==> config.mk <==
export PLATFORM = sky130hd
export DESIGN_NAME = gwt_timers
export DESIGN_NICKNAME = d
export VERILOG_FILES = /design/src/verilog/gwt_timers.v
export VERILOG_INCLUDE_DIRS = /design/src /design/src/verilog
export SDC_FILE = /design/constraint.sdc
export NUM_CORES = 1
export LEC_CHECK = 0
export BUFFER_PORTS_ARGS = -buffer_cell sky130_fd_sc_hd__buf_2
export CORE_MARGIN = 1.5
export CORE_UTILIZATION = 30
export CTS_BUF_LIST = sky130_fd_sc_hd__clkbuf_8
export DETAILED_ROUTE_END_ITERATION = 7
export GPL_ROUTABILITY_DRIVEN = 0
export PLACE_DENSITY = 0.58
export SETUP_SLACK_MARGIN = 0.05
export SKIP_CTS_REPAIR_TIMING = 1
export SLEW_MARGIN = 10
export SYNTH_ARGS = -nofsm -noshare
export SYNTH_HDL_FRONTEND = slang
export SYNTH_SLANG_ARGS = --single-unit
==> constraint.sdc <==
create_clock -name clk -period 2 [get_ports clk]
set_clock_uncertainty 0.15 [all_clocks]
set_input_delay 0 -clock clk [delete_from_list [all_inputs] [get_ports clk]]
set_output_delay 0 -clock clk [all_outputs]
set_load 0.02 [all_outputs]
==> src/verilog/gwt_defines.vh <==
/*
  Constants for the general-purpose and watchdog timer block: register
  addresses, field positions, reset values and tick-select codes.
  Assumes it is included by its bare name from the timer design file.
*/
// Summary of operation
// - Watchdog run bit 0 enables counting; at 0 it holds the counter cleared; resets 0.
// - Writing 1 to watchdog bit 4 restarts the count; it stores nothing, reads 0.
// - General-purpose run bit 0 enables counting; at 0 counter held cleared; resets 0.
// - Status bit 0 sets at general-purpose timeout, cleared only by writing 1.
// - Status bit 4 sets at watchdog timeout, cleared only by writing 1.
// - Each timer has an 8-bit terminal count register resetting to all ones.
// - General-purpose tick select bits 1:0: 32.768 kHz, 1024 Hz, 1 Hz, minute.
// - Interrupt enable bit 0 gates the general-purpose timeout interrupt; resets 0.
// - Interrupt enable bit 4 gates the watchdog timeout interrupt; resets 0.
// - Running timer counts ticks to terminal count, then flags and may interrupt.
// - Timeout or run bit cleared stops the timer, clears counter; settings kept.
// - Watchdog timeout stops it and clears counter and run bit; restart avoids it.
// - A restart write zeroes the watchdog counter and counting resumes by itself.
`ifndef GWT_DEFINES_VH
`define GWT_DEFINES_VH

`define GWT_ADDR_WD_RUN 8'ha0
`define GWT_ADDR_GP_RUN 8'ha1
`define GWT_ADDR_STATUS 8'ha2
`define GWT_ADDR_GP_TERM 8'ha3
`define GWT_ADDR_WD_TERM 8'ha4
`define GWT_ADDR_TICK_SEL 8'ha5
`define GWT_ADDR_IRQ_EN 8'ha6

`define GWT_RUN_BIT 0
`define GWT_WD_RESTART_BIT 4
`define GWT_GP_FLAG_BIT 0
`define GWT_WD_FLAG_BIT 4
`define GWT_GP_SEL_LSB 0
`define GWT_WD_SEL_LSB 4

`define GWT_TERM_RESET 8'hff
`define GWT_SEL_RESET 2'h0
`define GWT_CNT_RESET 8'h00

// Tick-select codes; tick input bit n carries the source of code n
`define GWT_GP_SEL_32K 2'h0
`define GWT_GP_SEL_1K 2'h1
`define GWT_GP_SEL_1HZ 2'h2
`define GWT_GP_SEL_MIN 2'h3
`define GWT_WD_SEL_8HZ 2'h0
`define GWT_WD_SEL_1HZ 2'h1
`define GWT_WD_SEL_HALF 2'h2
`define GWT_WD_SEL_MIN 2'h3

`endif

==> src/verilog/gwt_timers.v <==
/*
  General-purpose and watchdog up-counting timers with their register file.
  Assumes the register port is driven from logic on clk (one-cycle strobes),
  and the tick inputs are one-cycle pulses already on clk.
*/
`timescale 1ns/10ps
`include "gwt_defines.vh"

module gwt_timers (
  input wire clk,
  input wire reset,
  input wire ce,
  input wire [7:0] reg_addr,
  input wire reg_wr_en,
  input wire [7:0] reg_wr_data,
  input wire reg_rd_en,
  output reg [7:0] reg_rd_data,
  input wire [3:0] gp_tick_in,
  input wire [3:0] wd_tick_in,
  output reg irq,
  output reg gp_timeout_out,
  output reg wd_timeout_out
);

  // ------------------------------------------------------------
  // State
  // ------------------------------------------------------------
  reg watchdog_run_bit;
  reg gp_run_bit;
  reg gp_timeout_flag;
  reg wd_timeout_flag;
  reg [7:0] gp_terminal_count;
  reg [7:0] wd_terminal_count;
  reg [1:0] gp_tick_select;
  reg [1:0] wd_tick_select;
  reg gp_irq_enable;
  reg wd_irq_enable;
  reg [7:0] gp_cnt_reg;
  reg [7:0] wd_cnt_reg;

  // ------------------------------------------------------------
  // Decode
  // ------------------------------------------------------------
  function wr_hit;
    input [7:0] addr;
    input [7:0] target;
    input en;
    begin
      wr_hit = en && (addr == target);
    end
  endfunction

  wire wr_wd_run = wr_hit(reg_addr, `GWT_ADDR_WD_RUN, reg_wr_en);
  wire wr_gp_run = wr_hit(reg_addr, `GWT_ADDR_GP_RUN, reg_wr_en);
  wire wr_status = wr_hit(reg_addr, `GWT_ADDR_STATUS, reg_wr_en);
  wire wr_gp_term = wr_hit(reg_addr, `GWT_ADDR_GP_TERM, reg_wr_en);
  wire wr_wd_term = wr_hit(reg_addr, `GWT_ADDR_WD_TERM, reg_wr_en);
  wire wr_sel = wr_hit(reg_addr, `GWT_ADDR_TICK_SEL, reg_wr_en);
  wire wr_irq_en = wr_hit(reg_addr, `GWT_ADDR_IRQ_EN, reg_wr_en);

  wire wd_restart = wr_wd_run && reg_wr_data[`GWT_WD_RESTART_BIT];

  // ------------------------------------------------------------
  // Tick selection and timeout detection
  // ------------------------------------------------------------
  wire gp_tick = gp_tick_in[gp_tick_select];
  wire wd_tick = wd_tick_in[wd_tick_select];

  // Terminal count of zero times out at once; the compare is on the held count
  wire gp_expire = gp_run_bit && (gp_cnt_reg == gp_terminal_count);
  // A restart in the same cycle as expiry wins, so a last-moment kick saves the system
  wire wd_expire = watchdog_run_bit && (wd_cnt_reg == wd_terminal_count) && !wd_restart;

  reg gp_timeout_next;
  reg wd_timeout_next;

  always @* begin
    gp_timeout_next = gp_timeout_flag;
    wd_timeout_next = wd_timeout_flag;
    if (wr_status && reg_wr_data[`GWT_GP_FLAG_BIT]) begin
      gp_timeout_next = 1'b0;
    end
    if (wr_status && reg_wr_data[`GWT_WD_FLAG_BIT]) begin
      wd_timeout_next = 1'b0;
    end
    // Set after clear so a timeout in the clearing cycle is kept
    if (gp_expire) begin
      gp_timeout_next = 1'b1;
    end
    if (wd_expire) begin
      wd_timeout_next = 1'b1;
    end
  end

  // ------------------------------------------------------------
  // Registers and counters
  // ------------------------------------------------------------
  reg gp_run_next;
  reg watchdog_run_next;
  reg [7:0] gp_cnt_next;
  reg [7:0] wd_cnt_next;
  reg [7:0] gp_terminal_next;
  reg [7:0] wd_terminal_next;
  reg [1:0] gp_tick_select_next;
  reg [1:0] wd_tick_select_next;
  reg gp_irq_enable_next;
  reg wd_irq_enable_next;
  reg irq_next;
  reg [7:0] rd_data_next;

  // ------------------------------------------------------------
  // Configuration next values
  // ------------------------------------------------------------
  always @* begin
    gp_terminal_next = gp_terminal_count;
    wd_terminal_next = wd_terminal_count;
    gp_tick_select_next = gp_tick_select;
    wd_tick_select_next = wd_tick_select;
    gp_irq_enable_next = gp_irq_enable;
    wd_irq_enable_next = wd_irq_enable;
    if (wr_gp_term) begin
      gp_terminal_next = reg_wr_data;
    end
    if (wr_wd_term) begin
      wd_terminal_next = reg_wr_data;
    end
    // Reserved bits of the select register are dropped, not stored
    if (wr_sel) begin
      gp_tick_select_next = reg_wr_data[`GWT_GP_SEL_LSB +: 2];
      wd_tick_select_next = reg_wr_data[`GWT_WD_SEL_LSB +: 2];
    end
    if (wr_irq_en) begin
      gp_irq_enable_next = reg_wr_data[`GWT_GP_FLAG_BIT];
      wd_irq_enable_next = reg_wr_data[`GWT_WD_FLAG_BIT];
    end
  end

  // ------------------------------------------------------------
  // General-purpose timer next values
  // ------------------------------------------------------------
  always @* begin
    gp_run_next = gp_run_bit;
    gp_cnt_next = gp_cnt_reg;
    // Expiry beats a coincident write of the run bit
    if (gp_expire) begin
      gp_run_next = 1'b0;
    end else if (wr_gp_run) begin
      gp_run_next = reg_wr_data[`GWT_RUN_BIT];
    end
    // A cleared run bit holds the counter at zero, so every run starts from zero
    if (gp_expire || !gp_run_bit) begin
      gp_cnt_next = `GWT_CNT_RESET;
    end else if (gp_tick) begin
      gp_cnt_next = gp_cnt_reg + 8'h01;
    end
  end

  // ------------------------------------------------------------
  // Watchdog next values
  // ------------------------------------------------------------
  always @* begin
    watchdog_run_next = watchdog_run_bit;
    wd_cnt_next = wd_cnt_reg;
    // A restart keeps a running watchdog running
    if (wd_expire) begin
      watchdog_run_next = 1'b0;
    end else if (wr_wd_run) begin
      watchdog_run_next = reg_wr_data[`GWT_RUN_BIT] || (wd_restart && watchdog_run_bit);
    end
    if (wd_expire || wd_restart || !watchdog_run_bit) begin
      wd_cnt_next = `GWT_CNT_RESET;
    end else if (wd_tick) begin
      wd_cnt_next = wd_cnt_reg + 8'h01;
    end
  end

  // ------------------------------------------------------------
  // Interrupt and read data next values
  // ------------------------------------------------------------
  // One flag in bit 0 and one in bit 4, the layout shared by status and enables
  function [7:0] pack_lo_hi;
    input lo;
    input hi;
    begin
      pack_lo_hi = {3'h0, hi, 3'h0, lo};
    end
  endfunction

  always @* begin
    // Built from the next flags so the request rises with the flag, not a cycle later
    irq_next = (gp_timeout_next && gp_irq_enable) || (wd_timeout_next && wd_irq_enable);
    rd_data_next = reg_rd_data;
    // Reserved bits, restart bit and unmapped addresses read zero
    if (reg_rd_en) begin
      case (reg_addr)
        `GWT_ADDR_WD_RUN: rd_data_next = {7'h00, watchdog_run_bit};
        `GWT_ADDR_GP_RUN: rd_data_next = {7'h00, gp_run_bit};
        `GWT_ADDR_STATUS: rd_data_next = pack_lo_hi(gp_timeout_flag, wd_timeout_flag);
        `GWT_ADDR_GP_TERM: rd_data_next = gp_terminal_count;
        `GWT_ADDR_WD_TERM: rd_data_next = wd_terminal_count;
        `GWT_ADDR_TICK_SEL: rd_data_next = {2'h0, wd_tick_select, 2'h0, gp_tick_select};
        `GWT_ADDR_IRQ_EN: rd_data_next = pack_lo_hi(gp_irq_enable, wd_irq_enable);
        default: rd_data_next = 8'h00;
      endcase
    end
  end

  // ------------------------------------------------------------
  // Terminal count registers
  // ------------------------------------------------------------
  // Reset is taken even while ce is low; otherwise ce low freezes every flip-flop
  always @(posedge clk) begin
    if (reset) begin
      gp_terminal_count <= `GWT_TERM_RESET;
      wd_terminal_count <= `GWT_TERM_RESET;
    end else if (ce) begin
      gp_terminal_count <= gp_terminal_next;
      wd_terminal_count <= wd_terminal_next;
    end
  end

  // ------------------------------------------------------------
  // Tick select and interrupt enable registers
  // ------------------------------------------------------------
  always @(posedge clk) begin
    if (reset) begin
      gp_tick_select <= `GWT_SEL_RESET;
      wd_tick_select <= `GWT_SEL_RESET;
      gp_irq_enable <= 1'b0;
      wd_irq_enable <= 1'b0;
    end else if (ce) begin
      gp_tick_select <= gp_tick_select_next;
      wd_tick_select <= wd_tick_select_next;
      gp_irq_enable <= gp_irq_enable_next;
      wd_irq_enable <= wd_irq_enable_next;
    end
  end

  // ------------------------------------------------------------
  // General-purpose timer registers
  // ------------------------------------------------------------
  always @(posedge clk) begin
    if (reset) begin
      gp_run_bit <= 1'b0;
      gp_cnt_reg <= `GWT_CNT_RESET;
    end else if (ce) begin
      gp_run_bit <= gp_run_next;
      gp_cnt_reg <= gp_cnt_next;
    end
  end

  // ------------------------------------------------------------
  // Watchdog registers
  // ------------------------------------------------------------
  always @(posedge clk) begin
    if (reset) begin
      watchdog_run_bit <= 1'b0;
      wd_cnt_reg <= `GWT_CNT_RESET;
    end else if (ce) begin
      watchdog_run_bit <= watchdog_run_next;
      wd_cnt_reg <= wd_cnt_next;
    end
  end

  // ------------------------------------------------------------
  // Timeout flags
  // ------------------------------------------------------------
  always @(posedge clk) begin
    if (reset) begin
      gp_timeout_flag <= 1'b0;
      wd_timeout_flag <= 1'b0;
    end else if (ce) begin
      gp_timeout_flag <= gp_timeout_next;
      wd_timeout_flag <= wd_timeout_next;
    end
  end

  // ------------------------------------------------------------
  // Flag copy outputs
  // ------------------------------------------------------------
  // Separate flip-flops so the pins never carry a decode glitch
  always @(posedge clk) begin
    if (reset) begin
      gp_timeout_out <= 1'b0;
      wd_timeout_out <= 1'b0;
    end else if (ce) begin
      gp_timeout_out <= gp_timeout_next;
      wd_timeout_out <= wd_timeout_next;
    end
  end

  // ------------------------------------------------------------
  // Interrupt request and read data outputs
  // ------------------------------------------------------------
  // Read data holds its last value until the next read
  always @(posedge clk) begin
    if (reset) begin
      irq <= 1'b0;
      reg_rd_data <= 8'h00;
    end else if (ce) begin
      irq <= irq_next;
      reg_rd_data <= rd_data_next;
    end
  end

endmodule // gwt_timers

==> reports/metrics.yaml, run 1 <==
outcome:
  outcome: "complete, but fails checks"
  violations: "negative hold slack"
global_routing:
  grt_max_degree: 22
  grt_usage_pct: 16.03
  grt_overflow: 0
  grt_pass1_wl_um: 12430
  grt_pass1_vias: 2448
  antenna_found_initial: 0
floorplanning:
  start_util_pct: 30.81
  fp-row-count: 34
  pin_count: 40
  die_x_um: 97.41
  die_area_sq_um: 9488
  die_y_um: 97.41
  core_area_sq_um: 8678
worst_setup_path:
  rr_startpoint: "gp_cnt_reg[1]"
  reg2reg_depth: 5
  startpoint: "gp_cnt_reg[1]"
  r2r_setup_slack_ps: 110
  cp_max_fo: 6
  cp-start-kind: "flop"
  critPathRequiredTime_ps: 2110
  cp.arrival_ps: 1990
  crit_type: "flop to flop"
  crit_end: "gp_cnt_reg[7]"
  worstSetupEndpointType: "flop"
  regToRegEndpoint: "gp_cnt_reg[7]"
worst_hold_path:
  hold_path.class: "input pin to flop"
placement:
  place_inst: 467
  place_hpwl_um: 5634
  io_buffers: 39
clocking:
  cts_sinks: 51
  cts_max_level: 2
  numCtsBuffers: 5
  cts_tree: "done"
  clock_latency_ps: 310
  clk_pin_slew_worst_paths_ps: 110
  clock_path_buffers: 2
  cts_root_buf: "clkbuf_8"
timing:
  setup_viol: 0
  hold_viol_final: 8
  tightest_slew_ps: 499.5
  fmax_mhz: 530.5
  hold_ws_ps: -14.06
  tns_ps: 0
  fin_crit_sh_pct: 94.25
  slew_viol_final: 0
  min_period_ps: 1885
  slew_headroom_pct: 66.70
  rsz0062_at_grt: "yes"
final_layout:
  nets: 405
  final_common_cell: "dfxtp_1"
  final_cell_mix: "49 x dfxtp_1, 48 x nand2_1, 39 x buf_2"
  fin_util_pct: 37.99
  drive_above_1_share_pct: 21.60
  area_delta_synth_final_pct: 23.30
  fin_cells: 483
  n_antenna_cell: 0
power_and_ir_drop:
  power.density_nw_per_um2: 592.2
  combPwrFrac_pct: 7.9
  clkPwrFrac_pct: 39.9
  p_leak_uw: 0.001338
  switching_share_pct: 23.45
  seqPwrFrac_pct: 52.2
  p_int_uw: 1495
  switchingPower_uw: 457.9
  ir_drop_mv: 0.2949
run:
  cap_violations: 0
synth:
  synth_edf_count: 0
  ys_types: 51
  synthesis.nets: 348
  ys_seq_elements: 51
  synthesis.instances: 317
  yosysWarnings: 0
  yosysSeqAreaShare_pct: 38.18
  syn_area_per_cell_sq_um: 8.435
  async_flop_share_pct: 0
  synth_area_sq_um: 2674
  synth-main-ff-cell: "dfxtp_1"
detailed_routing:
  ant_nets: 0
  drc: 0
  routed_via_density: 5.304
  vias: 2562
  routedWlPerCell_um: 15.58
  firstDrtPassIters: 4
  drtIter0Drc: 159
  wl_um: 7525
## routing by layer
layer	up-vias	global-route usage [%]	part of all wire (%)
li1	1269	-	-
met1	1217	22.74	49
met2	70	25.16	45
met3	6	3.022	5.0
met4	0	3.736	1.1
met5	-	0	0
## per-stage QoR
stage          hold WS [ps]  worst slack (ps)  area (sq um)  total power [uW]
4_1_cts              -230.1             68.01          3199              1956
3_5_place_dp          92.04             89.10          3078              1184
2_1_floorplan        -26.03             118.3          2674              1113
3_3_place_gp          78.94             144.1          3078              1182
6_report             -14.06             115.0          3297              1952
5_1_grt               16.21             36.63          3297              2026
## area by class of cell
| type | count | area (sq um) |
|---|---|---|
| fillers | 919 | 5381 |
| multi-input cells | 237 | 1558 |
| flip-flops and latches | 51 | 1023 |
| repair buffers | 64 | 402.9 |
| well taps | 108 | 135.1 |
| clock buffers | 6 | 82.58 |
| inverters | 15 | 56.30 |
| clock inverters | 2 | 38.79 |
## cells by family after synthesis
family	synth area share, %
flops	38.18
buf+inv	4.117
xor+xnor	6.551
fa+ha+maj	0.9357
mux	6.645
simple gates	29.25
compound gates	14.32
## power by group through the flow
| stage | clock network [uW] | logic [uW] | registers [uW] |
|---|---|---|---|
| after floorplan | 0 | 69.4 | 1040 |
| after global placement | 0 | 140 | 1040 |
| after detailed placement | 0 | 142 | 1040 |
| after CTS | 795 | 142 | 1020 |
| after global routing | 837 | 169 | 1020 |
| final | 779 | 155 | 1020 |
## worst min-delay path by stage
stage | startpoint | to | slack [ps] | depth (start not counted)
detailed placement | reg_wr_data[2] | wd_terminal_count[2] | 90 | 3
global placement | reg_wr_data[2] | wd_terminal_count[2] | 80 | 3
finish | reset | gp_cnt_reg[1] | -10 | 3
CTS | reg_wr_data[2] | wd_terminal_count[2] | -230 | 3
global route | reg_addr[3] | reg_rd_data[0] | 20 | 4
floorplan | reg_wr_data[0] | gp_terminal_count[0] | -30 | 2
## synth_stat cells (4+ instances only)
cell type / n / share of area [%]
a21oi_1: 11 / 2.1
a22o_1: 4 / 1.3
a22oi_1: 5 / 1.4
a31oi_1: 7 / 1.6
and3_1: 6 / 1.4
clkbuf_1: 12 / 1.7
dfxtp_1: 51 / 38
inv_1: 14 / 2.0
mux2i_1: 11 / 4.1
nand2_1: 48 / 6.7
nand2b_1: 5 / 1.2
nand3_1: 27 / 5.1
nand4_1: 16 / 3.7
nor2_1: 19 / 2.7
nor3_1: 4 / 0.75
o22ai_1: 8 / 1.9
xnor2_1: 9 / 2.9
xor2_1: 11 / 3.6
## worst max-delay path, cell delays in order, from the launching register on
cell and delay [ps]:
dfxtp_2 360, xor2_1 180, nor4_4 380, a211oi_4 130, or4_4 510, a21oi_2 120
No activity file was read; power rests on OpenSTA's default activity.
==> run 2, diff against run 1 <==
PLACE_DENSITY = 0.56   (was 0.58)
clock period = 2.35 ns   (was 2 ns; I/O delays follow)
==> reports/metrics.yaml, run 2 (same netlist as run 1, synthesis figures left out) <==
outcome:
  outcome: "complete, no violations"
global_routing:
  antenna_found_initial: 0
  grt_pass1_vias: 2341
  grt_max_degree: 23
  grt_pass1_wl_um: 12010
  grt_overflow: 0
  grt_usage_pct: 15.59
clocking:
  numCtsBuffers: 5
  clk_pin_slew_worst_paths_ps: 100
  cts_max_level: 2
  cts_sinks: 51
  cts_root_buf: "clkbuf_8"
  clock_path_buffers: 2
  clock_latency_ps: 310
  cts_tree: "done"
timing:
  tns_ps: 0
  slew_headroom_pct: 60.24
  hold_viol_final: 0
  rsz0062_at_grt: "no"
  hold_ws_ps: 42.63
  fmax_mhz: 484.5
  setup_slack_ps: 286.1
  slew_viol_final: 0
  fin_crit_sh_pct: 87.83
  min_period_ps: 2064
  tightest_slew_ps: 592.5
  setup_viol: 0
floorplanning:
  die_y_um: 97.41
  core_area_sq_um: 8678
  start_util_pct: 30.81
  pin_count: 40
  die_x_um: 97.41
  die_area_sq_um: 9488
  fp-row-count: 34
power_and_ir_drop:
  p_total_uw: 1655
  power.density_nw_per_um2: 512.8
  ir_drop_mv: 0.3113
  p_leak_uw: 0.001291
worst_setup_path:
  r2r_setup_slack_ps: 290
  critPathRequiredTime_ps: 2440
  crit_type: "flop to flop"
  cp_max_fo: 6
  worstSetupEndpointType: "flop"
  cp.arrival_ps: 2150
  cp_top_family: "simple AND/OR/NAND/NOR gates"
  crit_buf_inv: 0
  regToRegEndpoint: "gp_cnt_reg[6]"
  slowest_delay_ps: 540
  cpMaxStageDelayCell: "or4_4"
  cp_cell_sequence: "xor2_1 -> nor4_4 -> a211oi_2 -> or4_4 -> a21oi_2"
  reg2reg_depth: 5
  cp-start-kind: "flop"
  rr_startpoint: "gp_cnt_reg[0]"
final_layout:
  nets: 397
  area_delta_synth_final_pct: 20.68
  fin_util_pct: 37.18
  drive_above_1_share_pct: 17.98
  n_antenna_cell: 0
  final_common_cell: "dfxtp_1"
  final_cell_mix: "51 x dfxtp_1, 48 x nand2_1, 39 x buf_2"
detailed_routing:
  vias: 2511
  routed_via_density: 5.286
  ant_nets: 0
  drc: 0
  routedWlPerCell_um: 15.21
  wl_um: 7223
  firstDrtPassIters: 4
  drtIter0Drc: 158
worst_hold_path:
  min_to: "irq"
  hold_depth: 4
  hold_path.class: "input pin to flop"
  min_from: "reg_addr[1]"
placement:
  io_buffers: 39
  place_hpwl_um: 5456
  pre_cts_slack_ps: 327.4
run:
  cap_violations: 0
## run 2: stage by stage
step,cells,cell area [sq um]
final,475,3227
after detailed placement,456,2995
after global routing,475,3227
after global placement,456,2995
after floorplan,317,2674
after CTS,464,3117
## run 2: area by class of cell
| type | instances | area (sq um) |
|---|---|---|
| Timing Repair Buffer | 56 | 350.3 |
| Clock inverter | 2 | 38.79 |
| Fill cell | 908 | 5451 |
| Sequential cell | 51 | 1021 |
| Multi-Input combinational cell | 237 | 1543 |
| Clock buffer | 6 | 82.58 |
| Tap cell | 108 | 135.1 |
| Inverter | 15 | 56.30 |
## run 2: how the worst max path moves through the flow
stage / start / end / slack [ps] / cells after the start
4_1_cts: gp_cnt_reg[0] / gp_cnt_reg[6] / 300 / 5
3_3_place_gp: gp_cnt_reg[0] / gp_cnt_reg[6] / 380 / 5
6_report: gp_cnt_reg[0] / gp_cnt_reg[6] / 290 / 5
5_1_grt: gp_cnt_reg[0] / gp_cnt_reg[7] / 150 / 5
3_5_place_dp: gp_cnt_reg[0] / gp_cnt_reg[6] / 330 / 5
2_1_floorplan: gp_cnt_reg[0] / gp_cnt_reg[6] / 470 / 5
## run 2: worst min-delay path, stage by stage
cell	delay [ps]
buf_2	180
nand2_1	80
o211ai_1	70
o21ai_0	130
## run 2: routing by layer
layer	GRT usage, %	part of all wire [%]	routed length (um)	vias to the layer above
met2	24.73	46	3350	79
met4	4.945	1.6	119	0
met1	21.57	46	3317	1170
met3	2.590	6.0	435	9
li1	-	-	-	1253
met5	0	0	0	-
## run 2: power breakdown
group	switching (uW)	internal (uW)
sequential	2.22	866
clock	307	351
combinational	73.2	55.8
